==> config.mk <==
export PLATFORM = sky130hd
export DESIGN_NAME = wcc_ctl_flat
export DESIGN_NICKNAME = d
export VERILOG_FILES = /design/src/wcc_pkg.sv /design/src/wcc_link_if.sv /design/src/wcc_ctl.sv /design/src/flat_wrapper.sv
export SDC_FILE = /design/constraint.sdc
export NUM_CORES = 1
export LEC_CHECK = 0
export BUFFER_PORTS_ARGS = -buffer_cell sky130_fd_sc_hd__buf_2
export CORE_MARGIN = 8
export CORE_UTILIZATION = 51
export DETAILED_ROUTE_END_ITERATION = 6
export PLACE_DENSITY = 0.7
export SETUP_SLACK_MARGIN = 0.02
export SLEW_MARGIN = 20
export SYNTH_ARGS = -nofsm -noshare
export SYNTH_HDL_FRONTEND = slang
export SYNTH_SLANG_ARGS = --single-unit
==> constraint.sdc <==
create_clock -name mclk_i -period 11.8 [get_ports mclk_i]
set_input_delay 0.59 -clock mclk_i [delete_from_list [all_inputs] [get_ports mclk_i]]
set_output_delay 0.59 -clock mclk_i [all_outputs]
set_load 0.05 [all_outputs]
==> src/wcc_pkg.sv <==
// Purpose: Shared constants, types and checksum functions for the write-data checksum link.
// Assumes: One frame transfer per clock; lane 16 and 17 are the lower and upper mask/inversion lanes.
// Notes: The code word layout and checksum are used identically by both ends.
`default_nettype none
package wcc_pkg;

  // Organisation of the memory device.
  typedef enum logic [1:0] {ORG_X4, ORG_X8, ORG_X16} wcc_org_t;

  // Frame geometry.
  localparam int WCC_BEATS = 10;
  localparam int WCC_LANES = 18;
  localparam int WCC_CW_BITS = 72;
  localparam logic [7:0] WCC_POLY = 8'h07;
  localparam logic [7:0] WCC_CRC_INIT = 8'h00;
  localparam logic [3:0] WCC_LAST_BEAT = 4'h9;

  // Alert pulse length and least idle gap between controller frames, in clock cycles.
  localparam int WCC_ALERT_CYC = 6;
  localparam logic [3:0] WCC_FRAME_GAP = 4'h2;

  // Controller register byte offsets.
  localparam logic [7:0] WCC_OFS_DATA0 = 8'h00;
  localparam logic [7:0] WCC_OFS_DATA3 = 8'h0C;
  localparam logic [7:0] WCC_OFS_MASK = 8'h10;
  localparam logic [7:0] WCC_OFS_CTRL = 8'h14;
  localparam logic [7:0] WCC_OFS_STAT = 8'h18;

  // Control register fields and reset value.
  localparam int WCC_CTRL_ORG = 0;
  localparam int WCC_CTRL_DM = 2;
  localparam int WCC_CTRL_DBI = 3;
  localparam int WCC_CTRL_BC4 = 4;
  localparam int WCC_CTRL_A2 = 5;
  localparam int WCC_CTRL_GO = 6;
  localparam logic [5:0] WCC_CTRL_RST = 6'h00;

  // Status register fields.
  localparam int WCC_STAT_BUSY = 0;
  localparam int WCC_STAT_ERR = 1;
  localparam int WCC_STAT_CRC = 8;

  // Serial checksum x^8+x^2+x+1 from zero, highest bit shifted in first, unrolled in one step.
  function automatic logic [7:0] wcc_crc8(input logic [71:0] d);
    logic [7:0] c;
    logic fb;
    c = WCC_CRC_INIT;
    for (int i = WCC_CW_BITS - 1; i >= 0; i--)
    begin
      fb = c[7] ^ d[i];
      c = {c[6:0], 1'b0} ^ (fb ? WCC_POLY : 8'h00);
    end
    return c;
  endfunction

  // Build the 144-bit code word (two 72-bit halves) from the received or sent frame.
  function automatic logic [143:0] wcc_code(input logic [9:0][17:0] bt, input wcc_org_t org,
                                            input logic bc4, input logic dmi_used);
    logic [143:0] cw;
    cw = '1;
    for (int t = 0; t < 8; t++)
    begin
      if (!(bc4 && t >= 4))
      begin
        for (int l = 0; l < 8; l++)
        begin
          if (org != ORG_X4 || l < 4)
            cw[8 * l + t] = bt[t][l];
          if (org == ORG_X16)
            cw[72 + 8 * l + t] = bt[t][8 + l];
        end
        if (org != ORG_X4 && dmi_used)
          cw[64 + t] = bt[t][16];
        if (org == ORG_X16 && dmi_used)
          cw[136 + t] = bt[t][17];
      end
    end
    return cw;
  endfunction

  // Checksum bits carried in transfers 8 and 9: lower byte group low, upper group high.
  function automatic logic [15:0] wcc_rx_crc(input logic [9:0][17:0] bt, input wcc_org_t org);
    logic [15:0] c;
    c[15:8] = bt[8][15:8];
    c[7:0] = (org == ORG_X4) ? {bt[9][3:0], bt[8][3:0]} : bt[8][7:0];
    return c;
  endfunction

endpackage
`default_nettype wire

==> src/wcc_link_if.sv <==
// Purpose: Write frame link between the memory controller and the memory device.
// Assumes: One transfer per mclk while frm_valid is high; frm_first marks transfer 0.
// Notes: Mode settings (width, mask, inversion) are programmed alike at both ends; only the device end has a checksum enable.
`default_nettype none
interface wcc_link_if;
  logic frm_valid;
  logic frm_first;
  logic [17:0] frm_lanes;
  logic frm_bc4;
  logic frm_a2;
  logic alert_n;

  // Controller end drives the frame and watches the alert.
  modport ctl (output frm_valid, output frm_first, output frm_lanes, output frm_bc4, output frm_a2,
               input alert_n);
  // Device end receives the frame and drives the alert.
  modport dev (input frm_valid, input frm_first, input frm_lanes, input frm_bc4, input frm_a2,
               output alert_n);
endinterface
`default_nettype wire

==> src/wcc_ctl.sv <==
// Purpose: Memory controller end: builds write frames with checksum and watches the alert.
// Assumes: Software loads data, mask and control through a plain register port.
// Notes: Read data appear in the cycle after the read strobe; the port never stalls.
`default_nettype none
// Operation
// - Controller adds 8-bit checksum over code word.
// - Four-bit width: 32 data bits, rest ones.
// - Eight-bit width: 64 data plus mask lane.
// - Sixteen-bit width: two independent checksum trees.
// - Eight/sixteen-bit: transfer 9 all ones.
// - Device recomputes, compares, asserts alert on mismatch.
// - Mask off: write commits, controller rewrites; the controller here only sets the sticky error bit.
// - Mask on: mismatched write is discarded.
// - Checksum over inverted data; invert before storing.
// - Never write inversion together with mask.
// - One-clock preamble: no four-clock command spacing.
// - Two-clock preamble: no six-clock command spacing.
// - No multipurpose register writes, no per-device mode.
// - Polynomial x^8 + x^2 + x + 1.
// - Start at zero; bit 71 shifted first.
// - All eight bits computed in one step.
// - Detects single, double, odd, lane errors.
// - Eight-beat bursts use sequential order from zero.
// - Ten-transfer frame layout with checksum transfers.
// - Chopped writes: A2 picks half sent first.
// - Chopped four-bit: 16 data bits, rest ones.
// - A2 set: upper nibble fills lower inputs.
module wcc_ctl
  import wcc_pkg::*;
(
  // Clock and reset.
  input wire logic mclk_i,
  input wire logic rst_n_i,
  // Register port.
  input wire logic [7:0] addr_i,
  input wire logic [31:0] wdata_i,
  input wire logic wr_i,
  input wire logic rd_i,
  output logic [31:0] rdata_o,
  // Link.
  wcc_link_if.ctl link
);

  typedef enum {ST_IDLE, ST_SEND, ST_GAP} wcc_ctl_st_t;

  logic [3:0][31:0] data_reg;
  logic [15:0] mask_reg;
  logic [5:0] ctrl_reg;
  logic err_reg;
  logic [15:0] crc_reg;
  logic [9:0][17:0] frame_reg;
  logic [9:0][17:0] frame_next;
  logic [15:0] crc_next;
  logic [143:0] cw;
  logic [3:0] idx_reg;
  logic alert_d_reg;
  logic go;
  logic err_clr;
  wcc_ctl_st_t st_reg;
  wcc_org_t org;
  logic dm_en;
  logic dbi_en;
  logic bc4;
  logic a2;
  logic [5:0] ctrl_use;

  // The control write that starts a frame builds that frame with its own settings, not the stale ones.
  assign ctrl_use = go ? wdata_i[5:0] : ctrl_reg;
  assign org = wcc_org_t'(ctrl_use[WCC_CTRL_ORG +: 2]);
  assign dm_en = ctrl_use[WCC_CTRL_DM];
  // Write inversion is suppressed whenever the mask is on.
  assign dbi_en = ctrl_use[WCC_CTRL_DBI] && !ctrl_use[WCC_CTRL_DM];
  assign bc4 = ctrl_use[WCC_CTRL_BC4];
  assign a2 = ctrl_use[WCC_CTRL_A2];
  assign go = wr_i && (addr_i == WCC_OFS_CTRL) && wdata_i[WCC_CTRL_GO] && (st_reg == ST_IDLE);
  assign err_clr = wr_i && (addr_i == WCC_OFS_STAT) && wdata_i[WCC_STAT_ERR];

  ////////////////////////////////////////////////////////////////////////////
  // Build the data transfers; a chopped write sends only one half, the rest as ones.
  always_comb
  begin
    frame_next = '1;
    for (int t = 0; t < 8; t++)
    begin
      if (!(bc4 && t >= 4))
      begin
        for (int g = 0; g < 2; g++)
        begin
          if (g == 0 || org == ORG_X16)
          begin
            // Sequential order from column zero; A2 picks the upper half for chopped writes.
            frame_next[t][8 * g +: 8] = data_reg[(bc4 && a2 ? t + 4 : t) / 2][16 * ((t % 2)) + 8 * g +: 8]
              ^ {8{dbi_en && mask_reg[2 * (bc4 && a2 ? t + 4 : t) + g]}};
            if (dm_en)
              frame_next[t][16 + g] = !mask_reg[2 * (bc4 && a2 ? t + 4 : t) + g];
            else if (dbi_en)
              frame_next[t][16 + g] = !mask_reg[2 * (bc4 && a2 ? t + 4 : t) + g];
          end
        end
        if (org == ORG_X4)
          frame_next[t][7:4] = 4'hF;
      end
    end
    cw = wcc_code(frame_next, org, bc4, dm_en | dbi_en);
    crc_next = {wcc_crc8(cw[143:72]), wcc_crc8(cw[71:0])};
    // Transfer 8 carries the checksum; transfer 9 carries the high nibble only on the four-bit width.
    if (org == ORG_X4)
    begin
      frame_next[8][3:0] = crc_next[3:0];
      frame_next[9][3:0] = crc_next[7:4];
    end
    else
    begin
      frame_next[8][7:0] = crc_next[7:0];
      if (org == ORG_X16)
        frame_next[8][15:8] = crc_next[15:8];
    end
  end

  ////////////////////////////////////////////////////////////////////////////
  // Register writes.
  always_ff @(posedge mclk_i or negedge rst_n_i)
  begin
    if (!rst_n_i)
    begin
      data_reg <= '0;
      mask_reg <= '0;
      ctrl_reg <= WCC_CTRL_RST;
    end
    else if (wr_i && st_reg == ST_IDLE)
    begin
      if (addr_i >= WCC_OFS_DATA0 && addr_i <= WCC_OFS_DATA3 && addr_i[1:0] == 2'b00)
        data_reg[addr_i[3:2]] <= wdata_i;
      if (addr_i == WCC_OFS_MASK)
        mask_reg <= wdata_i[15:0];
      if (addr_i == WCC_OFS_CTRL)
        ctrl_reg <= wdata_i[5:0];
    end
  end

  ////////////////////////////////////////////////////////////////////////////
  // Frame sequencer: send ten transfers, then keep a gap before the next frame.
  always_ff @(posedge mclk_i or negedge rst_n_i)
  begin
    if (!rst_n_i)
    begin
      st_reg <= ST_IDLE;
      idx_reg <= 4'h0;
      frame_reg <= '1;
      crc_reg <= '0;
    end
    else
    begin
      case (st_reg)
        ST_IDLE:
        begin
          if (go)
          begin
            frame_reg <= frame_next;
            crc_reg <= crc_next;
            idx_reg <= 4'h0;
            st_reg <= ST_SEND;
          end
        end
        ST_SEND:
        begin
          idx_reg <= idx_reg + 4'h1;
          if (idx_reg == WCC_LAST_BEAT)
          begin
            idx_reg <= 4'h0;
            st_reg <= ST_GAP;
          end
        end
        ST_GAP:
        begin
          // Frame starts are never closer than ten plus the gap, so never four or six clocks.
          idx_reg <= idx_reg + 4'h1;
          if (idx_reg == WCC_FRAME_GAP - 4'h1)
            st_reg <= ST_IDLE;
        end
        default:
          st_reg <= ST_IDLE;
      endcase
    end
  end

  ////////////////////////////////////////////////////////////////////////////
  // Link outputs from flip-flops; only frame writes are ever issued on this link.
  always_ff @(posedge mclk_i or negedge rst_n_i)
  begin
    if (!rst_n_i)
    begin
      link.frm_valid <= 1'b0;
      link.frm_first <= 1'b0;
      link.frm_lanes <= '1;
      link.frm_bc4 <= 1'b0;
      link.frm_a2 <= 1'b0;
    end
    else
    begin
      link.frm_valid <= (st_reg == ST_SEND);
      link.frm_first <= (st_reg == ST_SEND) && (idx_reg == 4'h0);
      link.frm_lanes <= (st_reg == ST_SEND) ? frame_reg[idx_reg] : '1;
      link.frm_bc4 <= bc4;
      link.frm_a2 <= a2;
    end
  end

  ////////////////////////////////////////////////////////////////////////////
  // Sticky error on alert falling edge; a new alert wins over a clear.
  always_ff @(posedge mclk_i or negedge rst_n_i)
  begin
    if (!rst_n_i)
    begin
      alert_d_reg <= 1'b1;
      err_reg <= 1'b0;
    end
    else
    begin
      alert_d_reg <= link.alert_n;
      if (alert_d_reg && !link.alert_n)
        err_reg <= 1'b1;
      else if (err_clr)
        err_reg <= 1'b0;
    end
  end

  ////////////////////////////////////////////////////////////////////////////
  // Register reads, answered the cycle after the strobe; unmapped reads give zero.
  always_ff @(posedge mclk_i or negedge rst_n_i)
  begin
    if (!rst_n_i)
      rdata_o <= '0;
    else if (rd_i)
    begin
      rdata_o <= '0;
      if (addr_i >= WCC_OFS_DATA0 && addr_i <= WCC_OFS_DATA3 && addr_i[1:0] == 2'b00)
        rdata_o <= data_reg[addr_i[3:2]];
      else if (addr_i == WCC_OFS_MASK)
        rdata_o <= {16'h0000, mask_reg};
      else if (addr_i == WCC_OFS_CTRL)
        rdata_o <= {26'h0000000, ctrl_reg};
      else if (addr_i == WCC_OFS_STAT)
        rdata_o <= {8'h00, crc_reg, 6'h00, err_reg, st_reg != ST_IDLE};
    end
  end

endmodule
`default_nettype wire

==> src/flat_wrapper.sv <==
// flat-port wrapper written by rule: the top's interface ports become plain ports
module wcc_ctl_flat import wcc_pkg::*;
  (mclk_i, rst_n_i, addr_i, wdata_i, wr_i, rd_i, rdata_o, link_frm_valid, link_frm_first, link_frm_lanes, link_frm_bc4, link_frm_a2, link_alert_n);
  wcc_link_if link_i ();
  input wire logic mclk_i;
  input wire logic rst_n_i;
  input wire logic [7:0] addr_i;
  input wire logic [31:0] wdata_i;
  input wire logic wr_i;
  input wire logic rd_i;
  output logic [31:0] rdata_o;
  output wire logic [$bits(link_i.frm_valid)-1:0] link_frm_valid;
  output wire logic [$bits(link_i.frm_first)-1:0] link_frm_first;
  output wire logic [$bits(link_i.frm_lanes)-1:0] link_frm_lanes;
  output wire logic [$bits(link_i.frm_bc4)-1:0] link_frm_bc4;
  output wire logic [$bits(link_i.frm_a2)-1:0] link_frm_a2;
  input wire logic [$bits(link_i.alert_n)-1:0] link_alert_n;
  assign link_frm_valid = link_i.frm_valid;
  assign link_frm_first = link_i.frm_first;
  assign link_frm_lanes = link_i.frm_lanes;
  assign link_frm_bc4 = link_i.frm_bc4;
  assign link_frm_a2 = link_i.frm_a2;
  assign link_i.alert_n = link_alert_n;
  wcc_ctl u_core (.mclk_i(mclk_i), .rst_n_i(rst_n_i), .addr_i(addr_i), .wdata_i(wdata_i), .wr_i(wr_i), .rd_i(rd_i), .rdata_o(rdata_o), .link(link_i));
endmodule
== Yosys cells after proc, flatten, opt, wreduce, memory -nomap -nowiden ==
Index checks and enable logic that the tools add are counted.
Word-level totals
  flip-flop bits (word level): 422
  bits in latches: 0
  bits in writable memories: 0
  memory bits (read-only): 0
  input port bits: 45
  output and inout port bits: 54
  logic and storage cells: 951
  memories: 0
Cells by class
  add/sub/neg operators: 17
  $mul: 0
  divide/modulo/power cells: 0
  magnitude comparators: 29
  eq/ne operators: 12
  shift operators: 0
  mux-type cells: 493
  bitwise logic cells: 309
  reductions and logical operators: 64
Operators by type and width (count)
  $xor A8 B8 Y8: 158
  $bmux W32 S2: 9
  $mux W32: 16
  $lt A32 B6 Y1 const B: 15
  $mux W3: 148
  $mux W1: 258
  $add A32 B1 Y32: 8
  $add A32 B2 Y32 const B: 8
  $lt A32 B4 Y1 const B: 8
  $xor A1 B1 Y1: 140
  $bwmux W128: 1
  $mux W16: 8
  $mux W18: 6
  $pmux W32 S3: 1
  $bmux W18 S4: 1
  $mux W8: 9
  $demux W32 S2: 1
  $eq A32 B2 Y1 const B: 2
  $logic_not A32 Y1: 2
  $mux W4: 15
  $bmux W1 S4: 8
  $eq A32 B1 Y1 const B: 1
  $reduce_bool A32 Y1: 1
  $logic_and A1 B1 Y1: 31
  other kinds (26): 69

== Depth between registers and ports, before layout ==
Gate-level depths: netlist (run 1).
  depth in word-level cells: 233
  gate-level depth with buffers: 27
  mapped depth without buffers: 21

== Least setup slack after synthesis (run 1) ==
Ideal clock, no wire load.
  kind: input to register
  start: input port addr_i[7]
  end: register u_core.crc_reg[10]
  library setup time: 125 ps
  arrival time: 5914 ps
  data required time: 11675 ps
  setup slack: 5761 ps
  stages on the path: 18
  path buffers: 2
  cell sequence: or4_4 -> buf_6 -> or4_4 -> buf_6 -> o21a_1 -> nor3_2 -> xnor2_1 -> xnor3_2 -> xor2_1 -> xnor3_1 -> xnor3_2 -> xor2_2 -> xnor2_1 -> xnor3_1 -> xnor3_1 -> xnor3_1 -> xor2_1 -> mux2_2
On the way
  word-level cells in the longest chain between the ends: 113
  elaborated cells on any way between the ends: 452
  classes of those cells: add/sub (16); eq/ne (2); mux (263); bitwise (147); reduce/logical (24)
Ends and longest elaborated chain
  start: declaration: RTL line flat_wrapper.sv:7  | input wire logic [7:0] addr_i;
  $eq A8 B5 Y1 (*): RTL line wcc_ctl.sv:75  | assign go = wr_i && (addr_i == WCC_OFS_CTRL) && wdata_i[WCC_CTRL_GO] && (st_reg == ST_IDLE);
  $logic_and A1 B1 Y1 (*) (3 in a row): RTL line wcc_ctl.sv:75
  $mux W6: RTL line wcc_ctl.sv:68  | assign ctrl_use = go ? wdata_i[5:0] : ctrl_reg;
  $logic_and A1 B1 Y1
  $mux W4
  $add A32 B2 Y32: RTL line wcc_ctl.sv:93, wcc_ctl.sv:95, wcc_ctl.sv:97
  $bmux W1 S4: RTL line wcc_ctl.sv:93, wcc_ctl.sv:95, wcc_ctl.sv:97
  $mux W1 (2 in a row): RTL line wcc_ctl.sv:93, wcc_ctl.sv:95, wcc_ctl.sv:97
  [... 89 more ...]
  $xor A8 B8 Y8, or another cell as far along (3 in a row): RTL line wcc_pkg.sv:51  | c = {c[6:0], 1'b0} ^ (fb ? WCC_POLY : 8'h00);
  $xor A8 B8 Y8 or $mux W3 (tied branches): RTL line wcc_pkg.sv:51
  $xor A8 B8 Y8 (4 in a row): RTL line wcc_pkg.sv:51
  $xor A1 B1 Y1 or $xor A8 B8 Y8 (tied branches): RTL line wcc_pkg.sv:50, wcc_pkg.sv:51
  $mux W3, or another cell as far along: RTL line wcc_pkg.sv:51
  $xor A8 B8 Y8, or another cell as far along: RTL line wcc_pkg.sv:51
  $xor A8 B8 Y8 or $mux W3 (tied branches): RTL line wcc_pkg.sv:51
  $xor A8 B8 Y8: RTL line wcc_pkg.sv:51
  end signal: assignment: RTL line wcc_ctl.sv:160  | crc_reg <= crc_next;
  end: declaration: RTL line wcc_ctl.sv:50  | logic [15:0] crc_reg;
Every way passes the cells marked *; elsewhere a longest branch is shown, timed or not. The select of a mux whose other input is x is not followed.
A chain may end at the register's enable or synchronous reset.

== Worst setup path in the final report (run 1) ==
  start: register u_core.st_reg[0]
  end: register u_core.crc_reg[2]
On the way
  word-level cells in the longest chain between the ends: 109
  elaborated cells on any way between the ends: 408
  classes of those cells: add/sub (8); mux (227); bitwise (147); reduce/logical (26)
Ends and longest elaborated chain
  start: declaration: RTL line wcc_ctl.sv:59  | wcc_ctl_st_t st_reg;
  start signal: assignment: RTL line wcc_ctl.sv:147  | st_reg <= ST_IDLE;
  start signal: assignment: RTL line wcc_ctl.sv:162  | st_reg <= ST_SEND;
  start signal: assignment: RTL line wcc_ctl.sv:171  | st_reg <= ST_GAP;
  $logic_not A32 Y1: RTL line wcc_ctl.sv:75
  $logic_and A1 B1 Y1: RTL line wcc_ctl.sv:75
  $mux W6: RTL line wcc_ctl.sv:68
  $logic_and A1 B1 Y1
  $mux W4
  $bmux W1 S3: RTL line wcc_ctl.sv:93, wcc_ctl.sv:95, wcc_ctl.sv:97
  $mux W1 (2 in a row): RTL line wcc_ctl.sv:93, wcc_ctl.sv:95, wcc_ctl.sv:97
  $logic_not A1 Y1: RTL line wcc_ctl.sv:95, wcc_ctl.sv:97
  [... 87 more ...]
  $xor A8 B8 Y8, or another cell as far along (3 in a row): RTL line wcc_pkg.sv:51
  $xor A8 B8 Y8 or $mux W3 (tied branches): RTL line wcc_pkg.sv:51
  $xor A8 B8 Y8 (4 in a row): RTL line wcc_pkg.sv:51
  $xor A1 B1 Y1 or $xor A8 B8 Y8 (tied branches): RTL line wcc_pkg.sv:50, wcc_pkg.sv:51
  $mux W3, or another cell as far along: RTL line wcc_pkg.sv:51
  $xor A8 B8 Y8, or another cell as far along: RTL line wcc_pkg.sv:51
  $xor A8 B8 Y8 or $mux W3 (tied branches): RTL line wcc_pkg.sv:51
  $xor A8 B8 Y8: RTL line wcc_pkg.sv:51
Several ways; a longest one is shown, not always the timed one. The select of a mux whose other input is x is not followed.

==> flow_summary.json, run 1 <==
{
  "synth_flop_cell": "dfrtp_1",
  "fmax_mhz": 124,
  "drt-pass1-iter-count": 7,
  "hold_path_class": "input pin to flop",
  "die_h_um": 244,
  "yosysMostFrequentCell": "xnor2_1",
  "r2r-end": "u_core.crc_reg[2]",
  "clk_latency_ns": 0.58,
  "violations": "design-rule violations",
  "status": "finished, violations left",
  "io_buffers": 98,
  "antenna_found_initial": 1,
  "worst_slew_pin_slew_ns": 1.13,
  "worstSetupPathType": "flop to flop",
  "yosys.cell_types.count": 84,
  "synth_top_area_frac": 0.198,
  "start_util": 0.515,
  "synth_enable_flop_cells": 0,
  "fin_skew_ns": 0.0192,
  "rr_worst_depth": 21,
  "synthCells": 2438,
  "syn_avg_cell_area_um2": 10.8,
  "gr-total-overflow": 0,
  "grt_max_degree": 167,
  "wirelength_um": 83800,
  "end_kind": "flop",
  "numCtsBuffers": 43,
  "seqPwrFrac": 0.235,
  "cts_resized": 0,
  "cts_root_buf": "clkbuf_16",
  "max-cap-violations": 0,
  "rsz0062_at_grt": "false",
  "whs_ns": 0.115,
  "cts_tree": "yes",
  "yosysSeqAreaShare": 0.380,
  "powerDensity_nw_per_um2": 237,
  "hold_start": "link_alert_n",
  "finalCriticalPeriod_ns": 8.07,
  "power_leakage_nw": 12.1,
  "hold_viol": 0,
  "cp_max_fo": 55,
  "htreeDepth": 2,
  "r2r_setup_slack_ns": 3.73,
  "path_clk_slew_ns": 0.06,
  "cp.required_ns": 12.31,
  "synth_common_cells": "xnor2_1 (256), nand2_1 (237), dfrtp_1 (209)",
  "r2r_start": "u_core.st_reg[0]",
  "wire_per_inst_um": 26.5,
  "fp-row-count": 83,
  "grt_pass1_vias": 19200,
  "die_x_um": 244,
  "tns_ns": 0,
  "core-area_um2": 51300,
  "final_util": 0.561,
  "ys_async_sr_fraction": 1.00,
  "clock_path_buffers": 3,
  "critPathLaunchType": "flop",
  "dp_hpwl_um": 62300,
  "die-area_um2": 59300,
  "nets": 2499,
  "internal-power_mw": 4.14,
  "fillers": 4435,
  "grt_pass1_wl_um": 126000,
  "vias": 19600,
  "switchingPower_mw": 2.68,
  "areaGrowthSynthToFinish_pct": 8.88,
  "numClockSinks": 392,
  "syn_area_um2": 26400,
  "timing.final.crit_share": 0.684,
  "finalMaxSlewViolations": 0,
  "ys_top_cells_by_area": "dfrtp_1 (20%), dfstp_2 (18%), xnor2_1 (8.5%), mux2_2 (6.4%), mux4_2 (5.9%)",
  "clockPowerShare": 0.193,
  "vdd_drop_max_mv": 0.458,
  "grt_util_all_layers": 0.277,
  "endpoint": "u_core.crc_reg[2]",
  "via_per_inst": 6.21,
  "pwr-share-comb": 0.572,
  "largest_reg_flops": 164,
  "synth_seq_cells": 392,
  "pin_count": 99,
  "final_antenna_net_count": 0,
  "slew_headroom": 0.248,
  "drc": 5,
  "synth_area_leader_cell": "dfrtp_1",
  "yosysWarnings": 0,
  "crit_start": "u_core.st_reg[0]",
  "syn_nets": 2491,
  "drtIter0Drc": 2249,
  "sw_frac_of_total": 0.392,
  "drive_gt1_frac": 0.269,
  "total_power_mw": 6.82,
  "cp.arrival_ns": 8.58,
  "setup_viol": 0,
  "place.gp.congestion": 0.964
}
-- worst max-delay path, cell delays in order, from the launching register on --
cell and delay, ns:
dfrtp_1 0.40, inv_1 0.13, ha_1 0.45, and3_1 0.63, nand4_1 0.30, nand2_4 0.66
buf_4 0.69, mux2i_1 0.49, xor2_1 0.39, xnor3_1 0.20, nand2_1 0.06, xnor2_1 0.50
xnor3_1 0.48, xnor3_1 0.39, xnor3_1 0.32, xnor3_1 0.53, xor2_1 0.21, xnor2_1 0.29
xnor2_1 0.22, xnor3_1 0.37, nand2_1 0.09, o21a_1 0.13
-- stage by stage --
stage	area [um2]	cells	setup slack [ns]
detailed placement	27400	3080	3.54
global route	28800	3161	3.42
finish	28800	3162	3.73
global placement	27400	3079	3.64
CTS	28800	3161	3.88
floorplan	26400	2438	5.76
-- placed cells by master (no fill, tap or decap), types with 97 or more instances in the layout --
master   synthesis  routed
xor2_1         153     153
nor2_1         202     200
dfstp_2        183     183
dfrtp_1        209     207
mux2i_1        149     148
mux2_2         151     151
buf_2           21      97
o21ai_0        105     105
nand2_1        237     236
xnor2_1        256     256
-- repair_timing --
action,4_1_cts,5_1_grt
endpoints found under the setup margin,0,0
endpoints found under the hold margin,69,0
setup buffers,0,0
hold buffers,1,0
-- power by group through the flow --
stage	combinational, mW	sequential, mW	clock [mW]
6_report	3.90	1.60	1.32
5_1_grt	4.13	1.61	1.39
4_1_cts	3.90	1.60	1.34
2_1_floorplan	3.05	1.69	0
3_5_place_dp	3.86	1.62	0
3_3_place_gp	3.80	1.62	0
-- final cells by class --
class                           instances  area (um2)  area share
Sequential cell                       392       10000       0.349
Timing Repair Buffer                  131         787      0.0274
Multi-Input combinational cell       1848       15600       0.542
Tap cell                              680         851      0.0296
Clock inverter                         18         156     0.00544
Clock buffer                           62        1210      0.0420
Antenna cell                            1        2.50   0.0000870
Inverter                               30         113     0.00392
-- logic make-up after synthesis --
kind of cell / after synthesis / share of synthesized area
muxes: 372 / 0.181
xor gates and xnor gates: 498 / 0.208
DFF: 392 / 0.380
adders and majority gates: 8 / 0.00379
and+or+nand+nor: 586 / 0.0969
AOI/OAI and AO/OA: 384 / 0.0981
buffers and inverters: 198 / 0.0318
-- layer usage --
layer  vias to the layer above  track usage  wire, um
met5                         -            0         0
met3                       113       0.0650      8820
met4                         0       0.0641      1830
met1                      9985        0.426     38000
met2                       932        0.390     35100
li1                       8610            -         -
-- worst min-delay path by stage --
stage                            end  slack [ns]  cells after the start
2_1_floorplan      u_core.crc_reg[0]        0.29                      0
3_3_place_gp   u_core.frame_reg[125]        0.44                      2
3_5_place_dp    u_core.frame_reg[66]        0.45                      2
4_1_cts           u_core.alert_d_reg        0.09                      1
5_1_grt           u_core.alert_d_reg        0.10                      1
6_report          u_core.alert_d_reg        0.12                      1
Note: power is estimated with default switching activity, not from simulation.
==> run 2, diff against run 1 <==
--- a/config.mk
+++ b/config.mk
@@ -5,11 +5,12 @@
 export SDC_FILE = /design/constraint.sdc
 export NUM_CORES = 1
 export LEC_CHECK = 0
+export ABC_AREA = 1
 export BUFFER_PORTS_ARGS = -buffer_cell sky130_fd_sc_hd__buf_2
 export CORE_MARGIN = 8
 export CORE_UTILIZATION = 51
 export DETAILED_ROUTE_END_ITERATION = 6
-export PLACE_DENSITY = 0.7
+export PLACE_DENSITY = 0.72
 export SETUP_SLACK_MARGIN = 0.02
 export SLEW_MARGIN = 20
 export SYNTH_ARGS = -nofsm -noshare
==> constraint.sdc (replaced) <==
create_clock -name mclk_i -period 6.85 [get_ports mclk_i]
set_input_delay 0.3425 -clock mclk_i [delete_from_list [all_inputs] [get_ports mclk_i]]
set_output_delay 0.3425 -clock mclk_i [all_outputs]
set_load 0.05 [all_outputs]
==> run 2 against run 1 <==
  * The flow now finishes without violations
  * Clock skew up 0.0051 ns
  * Via count up 48%
  * Critical path depth up 36
  * Die area up 4.2%
  * Critical path type unchanged
==> flow_summary.json, run 2 <==
{
  "die_x_um": 249,
  "final_antenna_net_count": 0,
  "gr-total-overflow": 0,
  "dp_hpwl_um": 70200,
  "worstSetupPathType": "flop to flop",
  "synth_area_leader_cell": "nand2_1",
  "path_clk_slew_ns": 0.06,
  "crit_top_cell": "nand2_2",
  "syn_avg_cell_area_um2": 6.46,
  "finalMaxSlewViolations": 0,
  "place.gp.congestion": 0.974,
  "tns_ns": 0,
  "syn_nets": 4326,
  "cp.arrival_ns": 7.18,
  "synth_flop_cell": "dfrtp_1",
  "start_util": 0.514,
  "worst_slew_pin_slew_ns": 1.34,
  "synthCells": 4273,
  "clk_latency_ns": 0.59,
  "max-cap-violations": 0,
  "ys_async_sr_fraction": 1.00,
  "drt-pass1-iter-count": 6,
  "synth_xor_area_frac": 0.0191,
  "grt_max_degree": 173,
  "finalCriticalPeriod_ns": 6.74,
  "yosysSeqAreaShare": 0.364,
  "synth_top_area_frac": 0.196,
  "setup_viol": 0,
  "grt_pass1_wl_um": 142000,
  "synth_mux_area_frac": 0.000363,
  "areaGrowthSynthToFinish_pct": 20.1,
  "io_buffers": 98,
  "yosys.cell_types.count": 50,
  "via_per_inst": 5.68,
  "fp-row-count": 85,
  "crit_slowest_cell": "dfrtp_1",
  "wirelength_um": 96400,
  "nets": 4442,
  "hold_viol": 0,
  "hold_path_class": "input pin to flop",
  "status": "completed",
  "synth-compound-area-share": 0.155,
  "antenna_found_initial": 0,
  "synth-simple-area-share": 0.363,
  "drtIter0Drc": 3233,
  "synth_enable_flop_cells": 0,
  "die_h_um": 249,
  "vias": 29100,
  "cts_tree": "yes",
  "critPathLaunchType": "flop",
  "clock_path_buffers": 3,
  "synth-adder-area-share": 0.00363,
  "cp_max_fo": 8,
  "drive_gt1_frac": 0.259,
  "mostFrequentLayoutCells": "nand2_1 (1155), o21ai_0 (529), inv_1 (440), nand2_2 (313), nor2_1 (294)",
  "wire_per_inst_um": 18.8,
  "largest_reg_flops": 164,
  "grt_util_all_layers": 0.288,
  "numCtsBuffers": 45,
  "cts_root_buf": "clkbuf_16",
  "end_kind": "flop",
  "layout_commonest_cell": "nand2_1",
  "rsz0062_at_grt": "true",
  "grt_pass1_vias": 24900,
  "cp.required_ns": 7.29,
  "yosysMostFrequentCell": "nand2_1",
  "syn_area_um2": 27600,
  "fmax_mhz": 148,
  "synth_seq_cells": 392,
  "drc": 0,
  "synth_common_cells": "nand2_1 (1438), o21ai_0 (537), inv_1 (453)",
  "slew_headroom": 0.0993,
  "core-area_um2": 53700,
  "htreeDepth": 2,
  "timing.final.crit_share": 0.984,
  "ys_top_cells_by_area": "nand2_1 (20%), dfrtp_1 (19%), dfstp_2 (17%), o21ai_0 (9.7%), nand3_1 (7.5%)",
  "yosysWarnings": 0,
  "pin_count": 99,
  "die-area_um2": 61800,
  "max_stage_delay_ns": 0.40,
  "numClockSinks": 392,
  "synth_top_family_by_area": "simple AND/OR/NAND/NOR gates",
  "fin_skew_ns": 0.0243
}
==> run 2: cell types whose count changed after synthesis, sizes merged, moves of 257 or more <==
cell / previous run / this run
inv: 30 / 497
nand2: 238 / 1520
nand3: 40 / 424
o21ai: 109 / 569
xnor2: 270 / 13
==> run 2: what timing repair did <==
| action | CTS | global route |
|---|---|---|
| endpoints found under the hold margin | 69 | 0 |
| gates cloned | 0 | 6 |
| setup endpoints to repair | 18 | 36 |
| setup buffers | 0 | 61 |
| resized for setup | 6 | 583 |
| hold buffers | 2 | 0 |
| pin swaps | 0 | 144 |
==> run 2: final cells by class <==
class | instances | area (um2)
Tap cell | 696 | 871
Antenna cell | 1 | 2.50
Fill cell | 4936 | 20600
Timing Repair Buffer | 233 | 1720
Clock inverter | 19 | 269
Sequential cell | 392 | 10000
Clock buffer | 60 | 1260
Multi-Input combinational cell | 3213 | 17100
Inverter | 504 | 1910
==> run 2: cell families after synthesis <==
group                      count (synthesis)
AOI/OAI and AO/OA                        785
xor gates and xnor gates                  56
adders and majority gates                  8
buffers and inverters                    670
DFF                                      392
muxes                                      1
and+or+nand+nor                         2361
==> run 2: critical path: cells and delay by family (launching register included) <==
family        cells  cell delay (ns)
simple gates     45             4.92
buf+inv          11             1.05
flops             1             0.40
fa+ha+maj         1             0.18
==> run 2: final timing paths <==
path                                      start                   end  slack, ns  cells after the start
max                            u_core.st_reg[0]     u_core.crc_reg[3]       0.11                     57
min                                        rd_i    u_core.rdata_o[12]       0.07                      3
max reg2reg                    u_core.st_reg[0]     u_core.crc_reg[3]       0.11                     57
min reg2reg                u_core.frame_reg[64]  u_core.frame_reg[64]       0.47                      2
max in group asynchronous               rst_n_i     u_core.idx_reg[1]       5.13                      3
min in group asynchronous               rst_n_i    u_core.link.frm_a2       0.44                      2
==> run 2: stage by stage <==
| step | std cells | cell area (um2) | util | hold WS [ns] | worst slack, ns |
|---|---|---|---|---|---|
| finish | 5118 | 33100 | 0.617 | 0.0730 | 0.111 |
| global route | 5117 | 33100 | 0.617 | 0.0944 | -0.286 |
| CTS | 5050 | 30400 | 0.566 | 0.0552 | 0.00502 |
| detailed placement | 4969 | 28800 | 0.537 | 0.457 | -0.0995 |
| global placement | 4969 | 28800 | 0.537 | 0.454 | 0.0151 |
| floorplan | 4273 | 27600 | - | 0.0469 | 1.11 |
==> run 2: metal layers <==
metal	up-vias	wire length, um	track usage
met5	-	0	0
met4	0	3510	0.0947
met3	191	10200	0.0564
met2	1376	40400	0.414
met1	13500	42400	0.427
li1	14000	-	-
Power of run 2 is left out: the tool's default activity adds up to more than one toggle a clock period on the data nets, which glitch-free logic cannot reach.
